==> config.mk <==
export PLATFORM = sky130hd
export DESIGN_NAME = cpc_config_regs
export DESIGN_NICKNAME = d
export VERILOG_FILES = /design/src/shared/cpc_pkg.sv /design/src/logic/cpc_sync.sv /design/src/logic/cpc_timer.sv /design/src/logic/cpc_config_regs.sv
export SDC_FILE = /design/constraint.sdc
export NUM_CORES = 1
export LEC_CHECK = 0
export BUFFER_PORTS_ARGS = -buffer_cell sky130_fd_sc_hd__clkbuf_2
export CORE_ASPECT_RATIO = 1.75
export CORE_MARGIN = 2
export CORE_UTILIZATION = 50
export DETAILED_ROUTE_END_ITERATION = 6
export GPL_ROUTABILITY_DRIVEN = 0
export GPL_TIMING_DRIVEN = 0
export PLACE_DENSITY = 0.82
export SLEW_MARGIN = 0
export SYNTH_ARGS = -nofsm -noshare
export SYNTH_HDL_FRONTEND = slang
export SYNTH_SLANG_ARGS = --single-unit
==> constraint.sdc <==
create_clock -name core_clk_i -period 9.4 [get_ports core_clk_i]
set_input_delay 1.88 -clock core_clk_i [delete_from_list [all_inputs] [get_ports core_clk_i]]
set_output_delay 1.88 -clock core_clk_i [all_outputs]
set_load 0.05 [all_outputs]
==> src/shared/cpc_pkg.sv <==
/*
  Constants for the charge port configuration register bank: offsets,
  reset values, write masks, field positions, state codes and timing.
  Assumes a 40 MHz core clock.
*/
`default_nettype none

package cpc_pkg;

  localparam logic [7:0] GEN_CFG_ADDR = 8'h15;
  localparam logic [7:0] EMU_CFG_ADDR = 8'h16;
  localparam logic [7:0] SW_CFG_ADDR = 8'h17;
  localparam logic [7:0] ATT_CFG_ADDR = 8'h18;
  localparam logic [7:0] HS_CFG_ADDR = 8'h25;

  localparam logic [7:0] GEN_CFG_RST = 8'h01;
  localparam logic [7:0] EMU_CFG_RST = 8'h8C;
  localparam logic [7:0] SW_CFG_RST = 8'h04;
  localparam logic [7:0] ATT_CFG_RST = 8'h46;
  localparam logic [7:0] HS_CFG_RST = 8'h14;

  // Clear bit is a write strobe, never stored
  localparam logic [7:0] GEN_WMASK = 8'hBB;
  localparam logic [7:0] EMU_WMASK = 8'h9F;
  localparam logic [7:0] SW_WMASK = 8'hBF;
  localparam logic [7:0] ATT_WMASK = 8'hFF;
  localparam logic [7:0] HS_WMASK = 8'h1F;

  localparam int GEN_MASK_BIT = 7;
  localparam int GEN_LINK_BIT = 5;
  localparam int GEN_BUS_DISCHARGE_FORCE_BIT = 4;
  localparam int GEN_BEN_BIT = 3;
  localparam int GEN_BCLR_BIT = 2;
  localparam int GEN_ACT_LSB = 0;
  localparam int EMU_BTO_BIT = 7;
  localparam int EMU_TODIS_BIT = 4;
  localparam int EMU_RPT_BIT = 3;
  localparam int EMU_HOLD_BIT = 2;
  localparam int EMU_RLEN_LSB = 0;
  localparam int ATT_DIS_LSB = 2;
  localparam int HS_DCE_BIT = 0;

  typedef enum logic [1:0] {PWR_SLEEP, PWR_DETECT, PWR_ACTIVE, PWR_ERROR} cpc_pwr_t;
  typedef enum logic [1:0] {ACT_REPORT, ACT_DISCONNECT, ACT_SLEEP, ACT_IGNORE} cpc_act_t;

  localparam logic [3:0] PROF_DCP = 4'h0;
  localparam logic [3:0] PROF_LG2 = 4'h2;
  localparam logic [3:0] PROF_CUSTOM = 4'h8;
  localparam logic [3:0] PROF_NONE = 4'h9;
  localparam int NUM_PROFILES = 9;

  localparam int unsigned CLK_PERIOD_NS = 25;
  localparam int unsigned NS_PER_MS = 1000000;
  localparam int unsigned CYC_PER_MS = NS_PER_MS / CLK_PERIOD_NS;
  localparam int unsigned PROFILE_TIMEOUT_MS = 1000;
  localparam int unsigned EM_RESET_MS [4] = '{50, 75, 125, 175};
  localparam int unsigned DISCHARGE_MS [4] = '{100, 200, 300, 400};

  // Total emulation reset: selected length plus discharge time
  function automatic int unsigned reset_ms(input logic [1:0] rlen, input logic [1:0] dsel);
    return EM_RESET_MS[rlen] + DISCHARGE_MS[dsel];
  endfunction

  // First enabled profile at or after start, PROF_NONE when none is left
  function automatic logic [3:0] next_profile(input logic [8:0] en, input logic [3:0] start);
    logic [3:0] found;
    found = PROF_NONE;
    for (int i = NUM_PROFILES - 1; i >= 0; i--)
    begin
      if (en[i] && (4'(i) >= start))
        found = 4'(i);
    end
    return found;
  endfunction

endpackage

`default_nettype wire

==> src/logic/cpc_sync.sv <==
/*
  Two flip-flop synchroniser for a group of independent level inputs.
  Assumes each bit is a slow level; no bus coherency between bits.
*/
`timescale 1ns/100ps
`default_nettype none

module cpc_sync #(
  parameter int W = 1
) (
  input wire logic core_clk_i,
  input wire logic rst_n_i,
  input wire logic [W-1:0] async_i,
  output logic [W-1:0] sync_o
);

  logic [W-1:0] meta_ff;
  logic [W-1:0] sync_ff;

  always_ff @(posedge core_clk_i or negedge rst_n_i)
  begin
    if (!rst_n_i)
    begin
      meta_ff <= '0;
      sync_ff <= '0;
    end
    else
    begin
      meta_ff <= async_i;
      sync_ff <= meta_ff;
    end
  end

  assign sync_o = sync_ff;

endmodule // cpc_sync

`default_nettype wire

==> src/logic/cpc_timer.sv <==
/*
  Loadable down-counter; pulses done in the same cycle that the count reaches zero.
  Assumes the loader holds load_i for one cycle with a non-zero value.
*/
`timescale 1ns/100ps
`default_nettype none

module cpc_timer #(
  parameter int W = 32
) (
  input wire logic core_clk_i,
  input wire logic rst_n_i,
  input wire logic load_i,
  input wire logic [W-1:0] value_i,
  output logic done_o
);

  logic [W-1:0] count_ff;
  logic done_ff;

  always_ff @(posedge core_clk_i or negedge rst_n_i)
  begin
    if (!rst_n_i)
      count_ff <= '0;
    else if (load_i)
      count_ff <= value_i;
    else if (count_ff != '0)
      count_ff <= count_ff - W'(1);
  end

  always_ff @(posedge core_clk_i or negedge rst_n_i)
  begin
    if (!rst_n_i)
      done_ff <= 1'b0;
    else
      done_ff <= !load_i && (count_ff == W'(1));
  end

  assign done_o = done_ff;

endmodule // cpc_timer

`default_nettype wire

==> src/logic/cpc_config_regs.sv <==
/*
  Configuration register bank of the charge port controller with the
  alert, discharge, charge budget and dedicated-charger emulation logic
  that those registers steer.
  Assumes a register port from the management bus engine on core_clk_i,
  status and samples from same-clock logic, and comparator levels from
  the port that arrive unsynchronised.
*/
// Operation
// - Mask bit stops attention pin assertion
// - Link bit lets low-current/thermal drive pin
// - Discharge bit in Active opens switch, discharges
// - Discharge bit holds until software clears
// - Budget disable clears and stops accumulator
// - Budget disable withdraws response, clears flag
// - Clear bit zeroes accumulator and flag
// - Action field: report, disconnect, sleep, ignore
// - Bus time-out disable bit turns time-out off
// - Time-out off: accept whenever current drawn
// - Time-out disable also covers custom profile
// - Time-out on, hold clear: hold profile, judge at expiry
// - Repeat bit restarts cycle after last profile
// - No repeat: hi-Z data, switch closed, custom limit
// - Repeat bit only matters in dedicated mode
// - Hold bit keeps response until removal/heat/restart
// - Held response: short or driven data voltages
// - Hold clear, time-out on: short removed at time-out expiry
// - Reset length 50/75/125/175 ms plus discharge
// - High-speed enable closes switch regardless of hold
// - Configuration kept through Sleep state
// - Power state coded Sleep/Detect/Active/Error
`timescale 1ns/100ps
`default_nettype none

module cpc_config_regs #(
  parameter int unsigned CYC_PER_MS = cpc_pkg::CYC_PER_MS,
  parameter int unsigned PROFILE_TIMEOUT_MS = cpc_pkg::PROFILE_TIMEOUT_MS
) (
  input wire logic core_clk_i,
  input wire logic rst_n_i,
  input wire logic [7:0] reg_addr_i,
  input wire logic reg_wr_i,
  input wire logic [7:0] reg_wdata_i,
  output logic [7:0] reg_rdata_o,
  input wire cpc_pkg::cpc_pwr_t power_state_code_i,
  input wire logic dedicated_charger_cycle_i,
  input wire logic [8:0] profile_enable_i,
  input wire logic custom_timeout_en_i,
  input wire logic error_i,
  input wire logic low_current_flag_i,
  input wire logic thermal_regulation_flag_i,
  input wire logic [15:0] current_sample_i,
  input wire logic sample_valid_i,
  input wire logic [15:0] budget_threshold_i,
  input wire logic charge_current_threshold_i,
  input wire logic removal_i,
  input wire logic over_temp_i,
  output logic alert_o,
  output logic alert_oe_o,
  output logic bus_timeout_en_o,
  output logic port_switch_close_o,
  output logic bus_discharge_o,
  output logic sleep_request_o,
  output logic [15:0] accumulated_charge_o,
  output logic budget_exceeded_flag_o,
  output logic data_plus_out_oe_o,
  output logic data_minus_out_oe_o,
  output logic data_line_short_o,
  output logic [3:0] active_profile_o,
  output logic custom_limit_sel_o,
  output logic hs_switch_close_o
);
  import cpc_pkg::*;

  typedef enum logic [2:0] {EM_IDLE, EM_RESET, EM_APPLY, EM_CHARGE, EM_HOLD, EM_DONE}
    cpc_em_state_t;

  logic [7:0] gen_cfg_ff;
  logic [7:0] emu_cfg_ff;
  logic [7:0] sw_cfg_ff;
  logic [7:0] att_cfg_ff;
  logic [7:0] hs_cfg_ff;
  logic [7:0] rdata_ff;
  logic [7:0] nxt_rdata;
  logic [15:0] acc_ff;
  logic [16:0] acc_sum;
  logic flag_ff;
  logic alert_oe_ff;
  logic bus_to_en_ff;
  logic switch_ff;
  logic discharge_ff;
  logic sleep_ff;
  logic dp_oe_ff;
  logic dm_oe_ff;
  logic short_ff;
  logic [3:0] prof_out_ff;
  logic custom_lim_ff;
  logic hs_ff;
  cpc_em_state_t state_ff;
  cpc_em_state_t nxt_state;
  logic [3:0] prof_ff;
  logic [3:0] nxt_prof;
  logic drawn_ff;
  logic tmr_load;
  logic [31:0] tmr_val;
  logic tmr_done;
  logic [2:0] sync_in;
  logic [2:0] sync_out;
  logic ibus_s;
  logic removal_s;
  logic otemp_s;
  logic active;
  logic clr_pulse;
  logic budget_en;
  cpc_act_t action;
  logic disconnect;
  logic to_off;
  logic hold_en;
  logic short_prof;
  logic [3:0] first_prof;
  logic [3:0] follow_prof;
  logic [31:0] reset_cyc;
  logic [31:0] profile_cyc;

  assign active = (power_state_code_i == PWR_ACTIVE);
  assign budget_en = gen_cfg_ff[GEN_BEN_BIT];
  assign action = cpc_act_t'(gen_cfg_ff[GEN_ACT_LSB +: 2]);
  assign hold_en = emu_cfg_ff[EMU_HOLD_BIT];
  assign clr_pulse = reg_wr_i && (reg_addr_i == GEN_CFG_ADDR) && reg_wdata_i[GEN_BCLR_BIT];
  assign short_prof = (prof_ff == PROF_DCP) || (prof_ff == PROF_LG2);
  assign first_prof = next_profile(profile_enable_i, 4'h0);
  assign follow_prof = next_profile(profile_enable_i, prof_ff + 4'h1);
  assign reset_cyc = reset_ms(emu_cfg_ff[EMU_RLEN_LSB +: 2],
                              att_cfg_ff[ATT_DIS_LSB +: 2]) * CYC_PER_MS;
  assign profile_cyc = PROFILE_TIMEOUT_MS * CYC_PER_MS;
  // Custom profile's own enable loses to the global disable
  assign to_off = emu_cfg_ff[EMU_TODIS_BIT] ||
                  ((prof_ff == PROF_CUSTOM) && !custom_timeout_en_i);

  assign sync_in = {charge_current_threshold_i, removal_i, over_temp_i};
  assign ibus_s = sync_out[2];
  assign removal_s = sync_out[1];
  assign otemp_s = sync_out[0];

  cpc_sync #(
    .W(3)
  ) u_sync (
    .core_clk_i(core_clk_i),
    .rst_n_i(rst_n_i),
    .async_i(sync_in),
    .sync_o(sync_out)
  );

  cpc_timer #(
    .W(32)
  ) u_timer (
    .core_clk_i(core_clk_i),
    .rst_n_i(rst_n_i),
    .load_i(tmr_load),
    .value_i(tmr_val),
    .done_o(tmr_done)
  );

  // Only the async reset and register writes touch these, so power state changes keep them
  always_ff @(posedge core_clk_i or negedge rst_n_i)
  begin
    if (!rst_n_i)
    begin
      gen_cfg_ff <= GEN_CFG_RST;
      emu_cfg_ff <= EMU_CFG_RST;
      sw_cfg_ff <= SW_CFG_RST;
      att_cfg_ff <= ATT_CFG_RST;
      hs_cfg_ff <= HS_CFG_RST;
    end
    else if (reg_wr_i)
    begin
      // Discharge bit changes only through this write path
      if (reg_addr_i == GEN_CFG_ADDR)
        gen_cfg_ff <= reg_wdata_i & GEN_WMASK;
      if (reg_addr_i == EMU_CFG_ADDR)
        emu_cfg_ff <= reg_wdata_i & EMU_WMASK;
      if (reg_addr_i == SW_CFG_ADDR)
        sw_cfg_ff <= reg_wdata_i & SW_WMASK;
      if (reg_addr_i == ATT_CFG_ADDR)
        att_cfg_ff <= reg_wdata_i & ATT_WMASK;
      if (reg_addr_i == HS_CFG_ADDR)
        hs_cfg_ff <= reg_wdata_i & HS_WMASK;
    end
  end

  always_comb
  begin
    nxt_rdata = 8'h00;
    unique case (reg_addr_i)
      GEN_CFG_ADDR: nxt_rdata = gen_cfg_ff;
      EMU_CFG_ADDR: nxt_rdata = emu_cfg_ff;
      SW_CFG_ADDR: nxt_rdata = sw_cfg_ff;
      ATT_CFG_ADDR: nxt_rdata = att_cfg_ff;
      HS_CFG_ADDR: nxt_rdata = hs_cfg_ff;
      default: nxt_rdata = 8'h00;
    endcase
  end

  always_ff @(posedge core_clk_i or negedge rst_n_i)
  begin
    if (!rst_n_i)
      rdata_ff <= 8'h00;
    else
      rdata_ff <= nxt_rdata;
  end

  // Saturates rather than wraps so a long session never looks fresh
  assign acc_sum = {1'b0, acc_ff} + {1'b0, current_sample_i};

  always_ff @(posedge core_clk_i or negedge rst_n_i)
  begin
    if (!rst_n_i)
      acc_ff <= 16'h0000;
    else if (!budget_en || clr_pulse)
      acc_ff <= 16'h0000;
    else if (sample_valid_i)
      acc_ff <= acc_sum[16] ? 16'hFFFF : acc_sum[15:0];
  end

  // Clear wins over a threshold hit in the same cycle
  always_ff @(posedge core_clk_i or negedge rst_n_i)
  begin
    if (!rst_n_i)
      flag_ff <= 1'b0;
    else if (!budget_en || clr_pulse || (action == ACT_IGNORE))
      flag_ff <= 1'b0;
    else if (acc_ff >= budget_threshold_i)
      flag_ff <= 1'b1;
  end

  assign disconnect = flag_ff && ((action == ACT_DISCONNECT) || (action == ACT_SLEEP));

  always_ff @(posedge core_clk_i or negedge rst_n_i)
  begin
    if (!rst_n_i)
      alert_oe_ff <= 1'b0;
    else
      alert_oe_ff <= !gen_cfg_ff[GEN_MASK_BIT] &&
                     (error_i || flag_ff ||
                      (gen_cfg_ff[GEN_LINK_BIT] &&
                       (low_current_flag_i || thermal_regulation_flag_i)));
  end

  always_ff @(posedge core_clk_i or negedge rst_n_i)
  begin
    if (!rst_n_i)
      bus_to_en_ff <= 1'b0;
    else
      bus_to_en_ff <= !emu_cfg_ff[EMU_BTO_BIT];
  end

  always_comb
  begin
    nxt_state = state_ff;
    nxt_prof = prof_ff;
    tmr_load = 1'b0;
    tmr_val = reset_cyc;
    if (!active || !dedicated_charger_cycle_i)
      nxt_state = EM_IDLE;
    else
    begin
      unique case (state_ff)
        EM_IDLE:
        begin
          nxt_state = EM_RESET;
          tmr_load = 1'b1;
        end
        EM_RESET:
        begin
          if (tmr_done && (first_prof == PROF_NONE))
            nxt_state = EM_DONE;
          else if (tmr_done)
          begin
            nxt_state = EM_APPLY;
            nxt_prof = first_prof;
            tmr_load = 1'b1;
            tmr_val = profile_cyc;
          end
        end
        EM_APPLY:
        begin
          if (removal_s)
          begin
            nxt_state = EM_RESET;
            tmr_load = 1'b1;
          end
          else if (ibus_s && (hold_en || to_off))
            nxt_state = hold_en ? EM_HOLD : EM_CHARGE;
          else if (tmr_done && !to_off)
          begin
            if (drawn_ff || ibus_s)
              nxt_state = EM_CHARGE;
            else if (follow_prof != PROF_NONE)
            begin
              nxt_prof = follow_prof;
              tmr_load = 1'b1;
              tmr_val = profile_cyc;
            end
            else if (emu_cfg_ff[EMU_RPT_BIT])
            begin
              nxt_state = EM_RESET;
              tmr_load = 1'b1;
            end
            else
              nxt_state = EM_DONE;
          end
        end
        EM_CHARGE, EM_HOLD, EM_DONE:
        begin
          if (removal_s)
          begin
            nxt_state = EM_RESET;
            tmr_load = 1'b1;
          end
          else if ((state_ff == EM_HOLD) && otemp_s)
            nxt_state = EM_CHARGE;
        end
        default: nxt_state = EM_IDLE;
      endcase
    end
  end

  always_ff @(posedge core_clk_i or negedge rst_n_i)
  begin
    if (!rst_n_i)
    begin
      state_ff <= EM_IDLE;
      prof_ff <= PROF_NONE;
    end
    else
    begin
      state_ff <= nxt_state;
      prof_ff <= nxt_prof;
    end
  end

  always_ff @(posedge core_clk_i or negedge rst_n_i)
  begin
    if (!rst_n_i)
      drawn_ff <= 1'b0;
    else if (tmr_load || (state_ff != EM_APPLY))
      drawn_ff <= 1'b0;
    else if (ibus_s)
      drawn_ff <= 1'b1;
  end

  always_ff @(posedge core_clk_i or negedge rst_n_i)
  begin
    if (!rst_n_i)
    begin
      switch_ff <= 1'b0;
      discharge_ff <= 1'b0;
      sleep_ff <= 1'b0;
    end
    else
    begin
      switch_ff <= active && !gen_cfg_ff[GEN_BUS_DISCHARGE_FORCE_BIT] && !disconnect &&
                   (state_ff != EM_RESET);
      discharge_ff <= active && (gen_cfg_ff[GEN_BUS_DISCHARGE_FORCE_BIT] || (state_ff == EM_RESET));
      sleep_ff <= flag_ff && (action == ACT_SLEEP);
    end
  end

  // Data lines float in DONE and CHARGE; held response only in HOLD
  always_ff @(posedge core_clk_i or negedge rst_n_i)
  begin
    if (!rst_n_i)
    begin
      dp_oe_ff <= 1'b0;
      dm_oe_ff <= 1'b0;
      short_ff <= 1'b0;
      prof_out_ff <= PROF_NONE;
      custom_lim_ff <= 1'b0;
    end
    else
    begin
      dp_oe_ff <= ((state_ff == EM_APPLY) || (state_ff == EM_HOLD)) && !short_prof;
      dm_oe_ff <= ((state_ff == EM_APPLY) || (state_ff == EM_HOLD)) && !short_prof;
      short_ff <= ((state_ff == EM_APPLY) || (state_ff == EM_HOLD)) && short_prof;
      prof_out_ff <= prof_ff;
      custom_lim_ff <= (state_ff == EM_DONE);
    end
  end

  // Closing while a short is held blocks traffic; software clears hold first
  always_ff @(posedge core_clk_i or negedge rst_n_i)
  begin
    if (!rst_n_i)
      hs_ff <= 1'b0;
    else
      hs_ff <= active && hs_cfg_ff[HS_DCE_BIT] &&
               ((state_ff == EM_CHARGE) || (state_ff == EM_HOLD));
  end

  assign reg_rdata_o = rdata_ff;
  assign alert_o = 1'b0;
  assign alert_oe_o = alert_oe_ff;
  assign bus_timeout_en_o = bus_to_en_ff;
  assign port_switch_close_o = switch_ff;
  assign bus_discharge_o = discharge_ff;
  assign sleep_request_o = sleep_ff;
  assign accumulated_charge_o = acc_ff;
  assign budget_exceeded_flag_o = flag_ff;
  assign data_plus_out_oe_o = dp_oe_ff;
  assign data_minus_out_oe_o = dm_oe_ff;
  assign data_line_short_o = short_ff;
  assign active_profile_o = prof_out_ff;
  assign custom_limit_sel_o = custom_lim_ff;
  assign hs_switch_close_o = hs_ff;

  a_mask_alert: assert property (@(posedge core_clk_i) disable iff (!rst_n_i)
    gen_cfg_ff[GEN_MASK_BIT] |=> !alert_oe_o)
    else $error("alert asserted while masked");

  a_link_alert: assert property (@(posedge core_clk_i) disable iff (!rst_n_i)
    !gen_cfg_ff[GEN_MASK_BIT] && gen_cfg_ff[GEN_LINK_BIT] && low_current_flag_i |=> alert_oe_o)
    else $error("linked indicator did not raise alert");

  a_discharge_open: assert property (@(posedge core_clk_i) disable iff (!rst_n_i)
    active && gen_cfg_ff[GEN_BUS_DISCHARGE_FORCE_BIT] |=> !port_switch_close_o && bus_discharge_o)
    else $error("discharge did not open switch");

  a_bus_discharge_force_sticky: assert property (@(posedge core_clk_i) disable iff (!rst_n_i)
    gen_cfg_ff[GEN_BUS_DISCHARGE_FORCE_BIT] && !(reg_wr_i && reg_addr_i == GEN_CFG_ADDR)
      |=> gen_cfg_ff[GEN_BUS_DISCHARGE_FORCE_BIT])
    else $error("discharge bit cleared itself");

  a_budget_off: assert property (@(posedge core_clk_i) disable iff (!rst_n_i)
    !budget_en |=> accumulated_charge_o == 16'h0000 && !budget_exceeded_flag_o)
    else $error("budget disable did not clear");

  a_budget_clear: assert property (@(posedge core_clk_i) disable iff (!rst_n_i)
    clr_pulse |=> accumulated_charge_o == 16'h0000 && !budget_exceeded_flag_o)
    else $error("budget clear ignored");

  a_ignore_action: assert property (@(posedge core_clk_i) disable iff (!rst_n_i)
    action == ACT_IGNORE |=> !budget_exceeded_flag_o ##1 !sleep_request_o)
    else $error("ignore action still flagged");

  a_bus_timeout: assert property (@(posedge core_clk_i) disable iff (!rst_n_i)
    emu_cfg_ff[EMU_BTO_BIT] ##1 emu_cfg_ff[EMU_BTO_BIT] |-> !bus_timeout_en_o)
    else $error("bus time-out not disabled");

  a_done_float: assert property (@(posedge core_clk_i) disable iff (!rst_n_i)
    state_ff == EM_DONE && active && !disconnect && !gen_cfg_ff[GEN_BUS_DISCHARGE_FORCE_BIT]
      |=> port_switch_close_o && !data_line_short_o && !data_plus_out_oe_o && custom_limit_sel_o)
    else $error("finished cycle output wrong");

  a_hs_close: assert property (@(posedge core_clk_i) disable iff (!rst_n_i)
    active && hs_cfg_ff[HS_DCE_BIT] && state_ff == EM_HOLD |=> hs_switch_close_o)
    else $error("high-speed switch not closed");

  a_reg_unimpl: assert property (@(posedge core_clk_i) disable iff (!rst_n_i)
    reg_addr_i == EMU_CFG_ADDR |=> reg_rdata_o[6:5] == 2'b00)
    else $error("unimplemented bits read nonzero");

endmodule // cpc_config_regs

`default_nettype wire

==> results of run 1 <==
critical path: stages, from the launching register on:
cell and delay [ns]:
dfstp_2 0.58, inv_1 0.07, ha_1 0.18, or2_2 0.33
ha_1 0.23, ha_1 0.21, o21ai_0 0.21, a21oi_1 0.11
o21a_1 0.20, o21ai_0 0.15, nand2b_1 0.08, xnor2_1 0.54
inv_1 0.19, fa_1 0.53, inv_1 0.04, ha_1 0.27
inv_1 0.06, fa_1 0.53, inv_1 0.04, ha_1 0.29
ha_1 0.31, ha_1 0.24, or3_1 0.36, o211ai_1 0.23
o22ai_1 0.17, or3_1 0.32, a31oi_1 0.23, o32ai_2 0.11
cell type report:
class,count,area share [%]
buffer,21,1.12
clock buffer,19,4.32
clock inverter,13,1.91
inverter,96,3.52
multi-input combinational,702,52.2
sequential,117,28.7
tap,231,2.82
timing repair buffer,107,5.31
stage by stage:
stage	total power, mW	hold WS, ns
after floorplan	2.13	0.331
after global placement	2.45	0.334
after detailed placement	2.50	0.335
after CTS	3.23	0.358
after global routing	3.53	0.362
final	3.21	0.359
sequential cells by signal (all words and copies together) (netlist names), 4 cells and up:
register	cells
gen_cfg_ff	6
prof_ff	4
sw_cfg_ff	7
reg_rdata_o	8
u_timer.count_ff	32
emu_cfg_ff	6
active_profile_o	4
accumulated_charge_o	16
hs_cfg_ff	5
att_cfg_ff	8
worst max path at each step:
stage,start,cells past startpoint,end,slack (ns)
after detailed placement,att_cfg_ff[2],27,u_timer.count_ff[26],2.47
after global routing,att_cfg_ff[2],28,u_timer.count_ff[25],2.00
final,att_cfg_ff[2],27,u_timer.count_ff[26],2.43
after floorplan,att_cfg_ff[2],27,u_timer.count_ff[26],3.23
after CTS,att_cfg_ff[2],27,u_timer.count_ff[26],2.43
after global placement,att_cfg_ff[2],27,u_timer.count_ff[26],2.59
per-layer routing:
layer	track usage [%]	up-vias	wire [microns]
li1	-	3560	-
met1	21.3	3639	7520
met2	47.0	237	12000
met3	4.14	73	809
met4	13.1	0	915
met5	0	-	0
power groups by stage:
stage	Sequential, mW	Clock, mW	Combinational (mW)
floorplan	0.673	0	1.46
detailed placement	0.661	0	1.84
global route	0.665	0.726	2.14
global placement	0.658	0	1.79
finish	0.656	0.701	1.86
CTS	0.653	0.704	1.87
synthesized netlist by cell type (6+ instances only):
cell type    n  area share, %
ha_1       111             16
dfrtp_1    103             29
inv_1       96            4.1
a21oi_1     76            4.3
nor2_1      65            2.8
o21ai_0     60            3.4
nand2_1     48            2.1
xnor2_1     37            3.7
mux2_2      29            3.7
nor3_1      29            1.7
xor2_1      28            2.8
nand3_1     17           0.97
fa_1        15            3.4
dfstp_2     14            4.2
nor2b_1     14            1.0
nand2b_1    13           0.93
nor4_1      11           0.78
clkbuf_1     9           0.39
o21a_1       9           0.77
or3_1        9           0.64
a31oi_1      8           0.57
mux2i_1      8           0.91
a21o_1       7           0.60
o22ai_1      7           0.50
o31ai_1      6           0.51
kinds of logic after synthesis:
| kind of cell | after synthesis |
|---|---|
| AOI/OAI and AO/OA | 221 |
| xor gates and xnor gates | 65 |
| adders and majority gates | 126 |
| buffers and inverters | 117 |
| DFF | 117 |
| muxes | 37 |
| other | 1 |
| and+or+nand+nor | 252 |
==> results.yml, run 1 <==
cells_and_area:
  area_delta_synth_final_pct: 16.8
  fillers: 1459
  layout.nets: 1259
  drive_gt1_share_pct: 19.1
  multi_input_area_sq_um: 5350
  final_cell_mix: "ha_1 (111), clkbuf_2 (106), dfrtp_1 (103)"
  final_area_sq_um: 10200
  final_util_pct: 59.0
  seq_area_sq_um: 2950
  diodes: 0
  final_common_cell: "ha_1"
  stdcell_count: 1306
power:
  p_clk_share_pct: 21.8
  switching_share_pct: 42.6
  ir_drop_mv: 0.232
  internal_power_mw: 1.84
  pwr-share-seq_pct: 20.4
  p_comb_share_pct: 57.8
  pwr_density_cell_nw_per_um2: 314
  p_switching_mw: 1.37
  p_leak_nw: 5.07
timing:
  timing.final.crit_share_pct: 74.1
  clock_skew_ns: 0.0113
  worstMarginPinSlew_ns: 1.11
  worst_slack_ns: 2.43
  maxSlewHeadroom_pct: 25.4
  slew_viol_final: 0
  fmax_ghz: 0.144
  hold_viol: 0
  rsz0062_at_grt: "no"
  layout_min_cycle_time_ns: 6.97
  setup-tns-final_ns: 0
  setup_viol: 0
hold_path:
  hold_path_class: "reg2reg"
  hp-start: "u_sync.meta_ff[1]"
  min_path_cells: 0
  hold_end: "u_sync.sync_o[1]"
placement:
  port_buffers: 107
  dp.cells: 1274
  dp_hpwl_microns: 16100
  dpl-instance-area_sq_um: 9610
  pre_cts_ws_ns: 2.47
clock_tree:
  cts_setup_buffers: 0
  holdBufCountCts: 0
  cts_root_buf: "clkbuf_16"
  clock-sinks: 117
  clockBufferDepth: 2
  cts_buffers: 17
  cts_resized: 0
  clk_pin_slew_ns: 0.06
  htreeDepth: 4
  cts_tree: "built"
  clk_latency_ns: 0.42
setup_path:
  arrival_ns: 7.26
  r2r_end: "u_timer.count_ff[26]"
  reg2reg_depth: 27
  r2r_slack_ns: 2.43
  r2r-start: "att_cfg_ff[2]"
  cp-end-kind: "flop"
  cp_data_required_time_ns: 9.69
  cp_max_fo: 5
  cp-start-kind: "flop"
  path_class: "reg2reg"
synthesis:
  syn_area_sq_um: 8770
  synth_compound_area_share_pct: 15.6
  synth_edf_count: 0
  ys_types: 71
  synthSimpleGateAreaFrac_pct: 15.0
  synth-adder-area-share_pct: 19.3
  synthCells: 936
  synth_top_family_by_area: "adder cells"
  ys_ff_latch: 117
  synth-xor-area-share_pct: 6.49
  async_reset_ff_share_pct: 100
  ys_seq_area_share_pct: 33.6
  ys.flop_type: "dfrtp_1"
  syn-num-nets: 1133
  ys.warnings.count: 0
  avgSynthCellArea_sq_um: 9.37
  synth.area.mux_share_pct: 4.63
detailed_routing:
  drc: 0
  wl_per_cell_microns: 16.2
  ant_nets: 0
  drt-total-wl_microns: 21200
  vias: 7509
  vias_per_cell: 5.75
  drt_iter0_drc: 454
  drtPass1Iterations: 5
floorplan:
  core_sq_um: 17400
  die_width_microns: 104
  start_util_pct: 50.5
  rows: 64
  fp.dieArea_sq_um: 18700
  io_pins: 111
  die-height_microns: 179
run_status:
  status: "finished clean"
grt:
  grt_pass1_wl_microns: 34600
  grt_overflow: 0
  grt_pass1_vias: 7622
  track_usage_pct: 23.2
  grt_max_degree: 118
  antenna_found_initial: 0
job:
  drv_cap: 0
Note: power is estimated with default switching activity, not from simulation.
==> run 2, diff against run 1 <==
PLACE_DENSITY = 0.85   (was 0.82)
clock period = 6.3 ns   (was 9.4 ns; I/O delays follow)
==> results.yml, run 2 (synthesis results as in run 1) <==
setup_path:
  cp-start-kind: "flop"
  arrival_ns: 6.48
  path_class: "reg2reg"
  r2r-start: "att_cfg_ff[2]"
  r2r_slack_ns: 0.11
  r2r_end: "u_timer.count_ff[26]"
  cp_data_required_time_ns: 6.59
  reg2reg_depth: 27
  cp_max_fo: 4
  cp-end-kind: "flop"
timing:
  setup_viol: 0
  worst_slack_ns: 0.112
  maxSlewHeadroom_pct: 31.2
  rsz0062_at_grt: "yes"
  fin_hold_ws_ns: 0.357
  timing.final.crit_share_pct: 98.2
  fmax_ghz: 0.162
  clock_skew_ns: 0.0114
  hold_viol: 0
  slew_viol_final: 0
  layout_min_cycle_time_ns: 6.19
  worstMarginPinSlew_ns: 1.02
grt:
  grt_pass1_vias: 7824
  grt_max_degree: 117
  track_usage_pct: 24.8
  antenna_found_initial: 0
  grt_pass1_wl_microns: 36900
  grt_overflow: 0
clock_tree:
  clk_latency_ns: 0.42
  cts_buffers: 17
  clk_pin_slew_ns: 0.06
  cts_root_buf: "clkbuf_16"
  clockBufferDepth: 2
  htreeDepth: 4
  clock-sinks: 117
  cts_tree: "built"
detailed_routing:
  wl_per_cell_microns: 17.5
  vias: 7623
  drt_iter0_drc: 430
  drtPass1Iterations: 5
  vias_per_cell: 5.78
  drc: 0
  drt-total-wl_microns: 23000
  ant_nets: 0
cells_and_area:
  area_delta_synth_final_pct: 19.5
  final_cell_mix: "clkbuf_2 (106), ha_1 (103), dfrtp_1 (101)"
  diodes: 0
  largest_register_ffs: 32
  drive_gt1_share_pct: 22.2
  layout.nets: 1272
  stdcell_count: 1319
  regMostFlops: "u_timer.count_ff"
  final_common_cell: "clkbuf_2"
  final_util_pct: 60.3
power:
  totalPowerFinal_mw: 5.17
  p_clk_share_pct: 19.2
  pwr-share-seq_pct: 19.1
  internal_power_mw: 2.92
  ir_drop_mv: 0.442
  p_leak_nw: 5.14
  switching_share_pct: 43.5
  pwr_density_cell_nw_per_um2: 493
  p_switching_mw: 2.25
  p_comb_share_pct: 61.7
placement:
  dp_hpwl_microns: 16700
  pre_cts_ws_ns: -0.683
  dp.cells: 1275
  port_buffers: 107
hold_path:
  hold_path_class: "reg2reg"
  hp-start: "u_sync.meta_ff[1]"
  hold_end: "u_sync.sync_o[1]"
  min_path_cells: 0
floorplan:
  die-height_microns: 179
  io_pins: 111
  fp.dieArea_sq_um: 18700
  rows: 64
  core_sq_um: 17400
  die_width_microns: 104
  start_util_pct: 50.5
run_status:
  status: "finished clean"
job:
  drv_cap: 0
-- run 2: worst max-delay path by stage --
stage,depth (start not counted),to,start
6_report,27,u_timer.count_ff[26],att_cfg_ff[2]
5_1_grt,27,u_timer.count_ff[26],att_cfg_ff[2]
4_1_cts,27,u_timer.count_ff[26],att_cfg_ff[2]
3_5_place_dp,27,u_timer.count_ff[26],att_cfg_ff[2]
2_1_floorplan,27,u_timer.count_ff[26],att_cfg_ff[2]
3_3_place_gp,27,u_timer.count_ff[26],att_cfg_ff[2]
-- run 2: power groups by stage --
stage | combinational (mW) | clock (mW) | sequential (mW)
floorplan | 2.18 | 0 | 1.00
global placement | 2.67 | 0 | 0.982
detailed placement | 2.75 | 0 | 0.990
CTS | 2.89 | 0.995 | 0.981
global route | 3.59 | 1.03 | 0.998
finish | 3.19 | 0.993 | 0.986
-- run 2: through the flow --
| step | setup TNS, ns | area, sq um |
|---|---|---|
| floorplan | 0 | 8770 |
| finish | 0 | 10500 |
| global route | -0.329 | 10500 |
| detailed placement | -3.14 | 9630 |
| global placement | -2.12 | 9600 |
| CTS | 0 | 10300 |
-- run 2: timing repair --
| action | CTS | global route |
|---|---|---|
| endpoints found under the setup margin | 7 | 5 |
| setup buffers | 4 | 8 |
| pin swaps | 6 | 13 |
| gates resized for setup | 17 | 16 |
| hold buffers | 0 | 0 |
-- run 2: cell type report --
cell class	count	area, sq um
plain buffers	21	115
clock buffers	20	447
clock inverters	12	155
fillers	1390	6890
inverters	96	360
multi-input cells	702	5510
flip-flops and latches	117	2950
well taps	231	289
repair buffers	120	662
-- run 2: per-layer routing --
layer	up-vias	GRT usage, %	routed length, microns	part of all wire, %
met1	3683	23.2	8110	35
met3	80	3.74	817	3.5
met2	273	49.4	12900	56
met4	0	15.9	1190	5.1
met5	-	0	0	0
li1	3587	-	-	-
-- run 2: worst max-delay path: stages, from the launching register on --
cell and delay, ns:
dfstp_2 0.53, inv_1 0.06, ha_1 0.20, or2_4 0.27, ha_4 0.18, ha_2 0.19
o21ai_2 0.16, a21oi_2 0.08, o21a_1 0.21, o21ai_1 0.15, nand2b_1 0.16, xnor2_4 0.23
inv_2 0.08, fa_1 0.54, inv_1 0.04, ha_1 0.27, inv_1 0.05, fa_1 0.54
inv_1 0.07, ha_4 0.25, ha_4 0.24, ha_4 0.16, or3_4 0.36, o211ai_1 0.25
o22ai_2 0.15, or3_1 0.31, a31oi_1 0.21, o32ai_2 0.10
==> run 3, diff against run 2 <==
PLACE_DENSITY = 0.82   (was 0.85)
clock period = 6.4 ns   (was 6.3 ns; I/O delays follow)
==> results.yml, run 3 (synthesis results as in run 1) <==
cells_and_area:
  largest_register_ffs: 32
  diodes: 0
  final_common_cell: "clkbuf_2"
  layout.nets: 1269
  stdcell_count: 1316
  drive_gt1_share_pct: 21.6
  area_delta_synth_final_pct: 19.0
  regMostFlops: "u_timer.count_ff"
  final_cell_mix: "clkbuf_2 (106), ha_1 (105), dfrtp_1 (101)"
timing:
  timing.final.crit_share_pct: 96.1
  layout_min_cycle_time_ns: 6.15
  worstMarginPinSlew_ns: 1.10
  worst_slack_ns: 0.252
  slew_viol_final: 0
  fin_hold_ws_ns: 0.366
  maxSlewHeadroom_pct: 26.3
  clock_skew_ns: 0.0111
  fmax_ghz: 0.163
  setup_viol: 0
  hold_viol: 0
power:
  pwr_density_cell_nw_per_um2: 476
  p_switching_mw: 2.12
  p_comb_share_pct: 59.8
  p_clk_share_pct: 20.8
  switching_share_pct: 42.7
  internal_power_mw: 2.85
  ir_drop_mv: 0.440
  p_leak_nw: 5.13
  pwr-share-seq_pct: 19.4
setup_path:
  cp_max_fo: 4
  cp-start-kind: "flop"
  arrival_ns: 6.45
  cp_data_required_time_ns: 6.70
  path_class: "reg2reg"
  cp-end-kind: "flop"
detailed_routing:
  vias_per_cell: 5.73
  ant_nets: 0
  vias: 7541
  drc: 0
  drt-total-wl_microns: 21700
  drtPass1Iterations: 7
  wl_per_cell_microns: 16.5
  drt_iter0_drc: 468
floorplan:
  start_util_pct: 50.5
  rows: 64
  die-height_microns: 179
  fp.dieArea_sq_um: 18700
  io_pins: 111
  die_width_microns: 104
  core_sq_um: 17400
grt:
  antenna_found_initial: 0
  grt_max_degree: 118
  grt_overflow: 0
  grt_pass1_wl_microns: 34900
  grt_pass1_vias: 7649
  track_usage_pct: 23.4
clock_tree:
  clock-sinks: 117
  clockBufferDepth: 2
  clk_latency_ns: 0.43
  cts_buffers: 17
  clk_pin_slew_ns: 0.06
  cts_tree: "built"
  cts_root_buf: "clkbuf_16"
  htreeDepth: 4
placement:
  pre_cts_ws_ns: -0.528
  dp.cells: 1274
  dp_hpwl_microns: 16100
  port_buffers: 107
job:
  drv_cap: 0
hold_path:
  hold_path_class: "reg2reg"
run_status:
  status: "finished clean"
## run 3: cell type report
type,instances,area [sq um]
sequential,117,2950
multi-input combinational,702,5470
fill,1432,6940
clock inverter,13,195
buffer,21,115
timing repair buffer,117,619
inverter,96,360
tap,231,289
clock buffer,19,443
## run 3: metal layers
metal / routed length, microns / track usage [%]
met1: 7760 / 21.8
met2: 12200 / 47.0
met3: 814 / 3.82
met4: 991 / 13.7
met5: 0 / 0
## run 3: worst max-delay path: stages (launching register included)
cell and delay (ns):
dfstp_2 0.53, inv_1 0.06, ha_1 0.19, or2_4 0.27, ha_4 0.17, ha_2 0.18
o21ai_2 0.15, a21oi_1 0.10, o21a_1 0.21, o21ai_1 0.11, nand2b_1 0.14, xnor2_4 0.22
inv_2 0.08, fa_1 0.49, inv_1 0.04, ha_1 0.27, inv_1 0.05, fa_1 0.53
inv_1 0.05, ha_1 0.33, ha_4 0.26, ha_4 0.16, or3_1 0.35, o211ai_1 0.26
o22ai_2 0.16, or3_1 0.31, a31oi_1 0.22, o32ai_2 0.11
## run 3: power groups by stage
stage | clock network, mW | logic [mW] | registers (mW)
CTS | 1.03 | 2.78 | 0.959
global placement | 0 | 2.63 | 0.966
floorplan | 0 | 2.14 | 0.988
detailed placement | 0 | 2.70 | 0.971
finish | 1.03 | 2.97 | 0.962
global route | 1.07 | 3.38 | 0.975
## run 3: timing repair
action / CTS / global route
gates resized for setup: 13 / 14
hold buffers: 0 / 0
buffers inserted: 3 / 7
setup endpoints to repair: 6 / 5
pin swaps: 5 / 10
## run 3: worst paths after layout
path                              startpoint                   end  slack [ns]  cells past startpoint
setup / recovery               att_cfg_ff[2]  u_timer.count_ff[26]        0.25                     27
hold / removal             u_sync.meta_ff[1]      u_sync.sync_o[1]        0.37                      0
setup reg to reg               att_cfg_ff[2]  u_timer.count_ff[26]        0.25                     27
hold reg to reg            u_sync.meta_ff[1]      u_sync.sync_o[1]        0.37                      0
max in group asynchronous            rst_n_i         emu_cfg_ff[1]        4.76                      1
min in group asynchronous            rst_n_i      bus_timeout_en_o        0.97                      1
## run 3: stage by stage
| step | setup TNS (ns) | total power [mW] | cell area [sq um] | utilization, % |
|---|---|---|---|---|
| 5_1_grt | -0.00996 | 5.42 | 10400 | 60.1 |
| 3_3_place_gp | -1.43 | 3.60 | 9600 | 55.2 |
| 6_report | 0 | 4.97 | 10400 | 60.1 |
| 2_1_floorplan | 0 | 3.13 | 8770 | - |
| 4_1_cts | 0 | 4.77 | 10300 | 59.4 |
| 3_5_place_dp | -2.08 | 3.67 | 9610 | 55.3 |
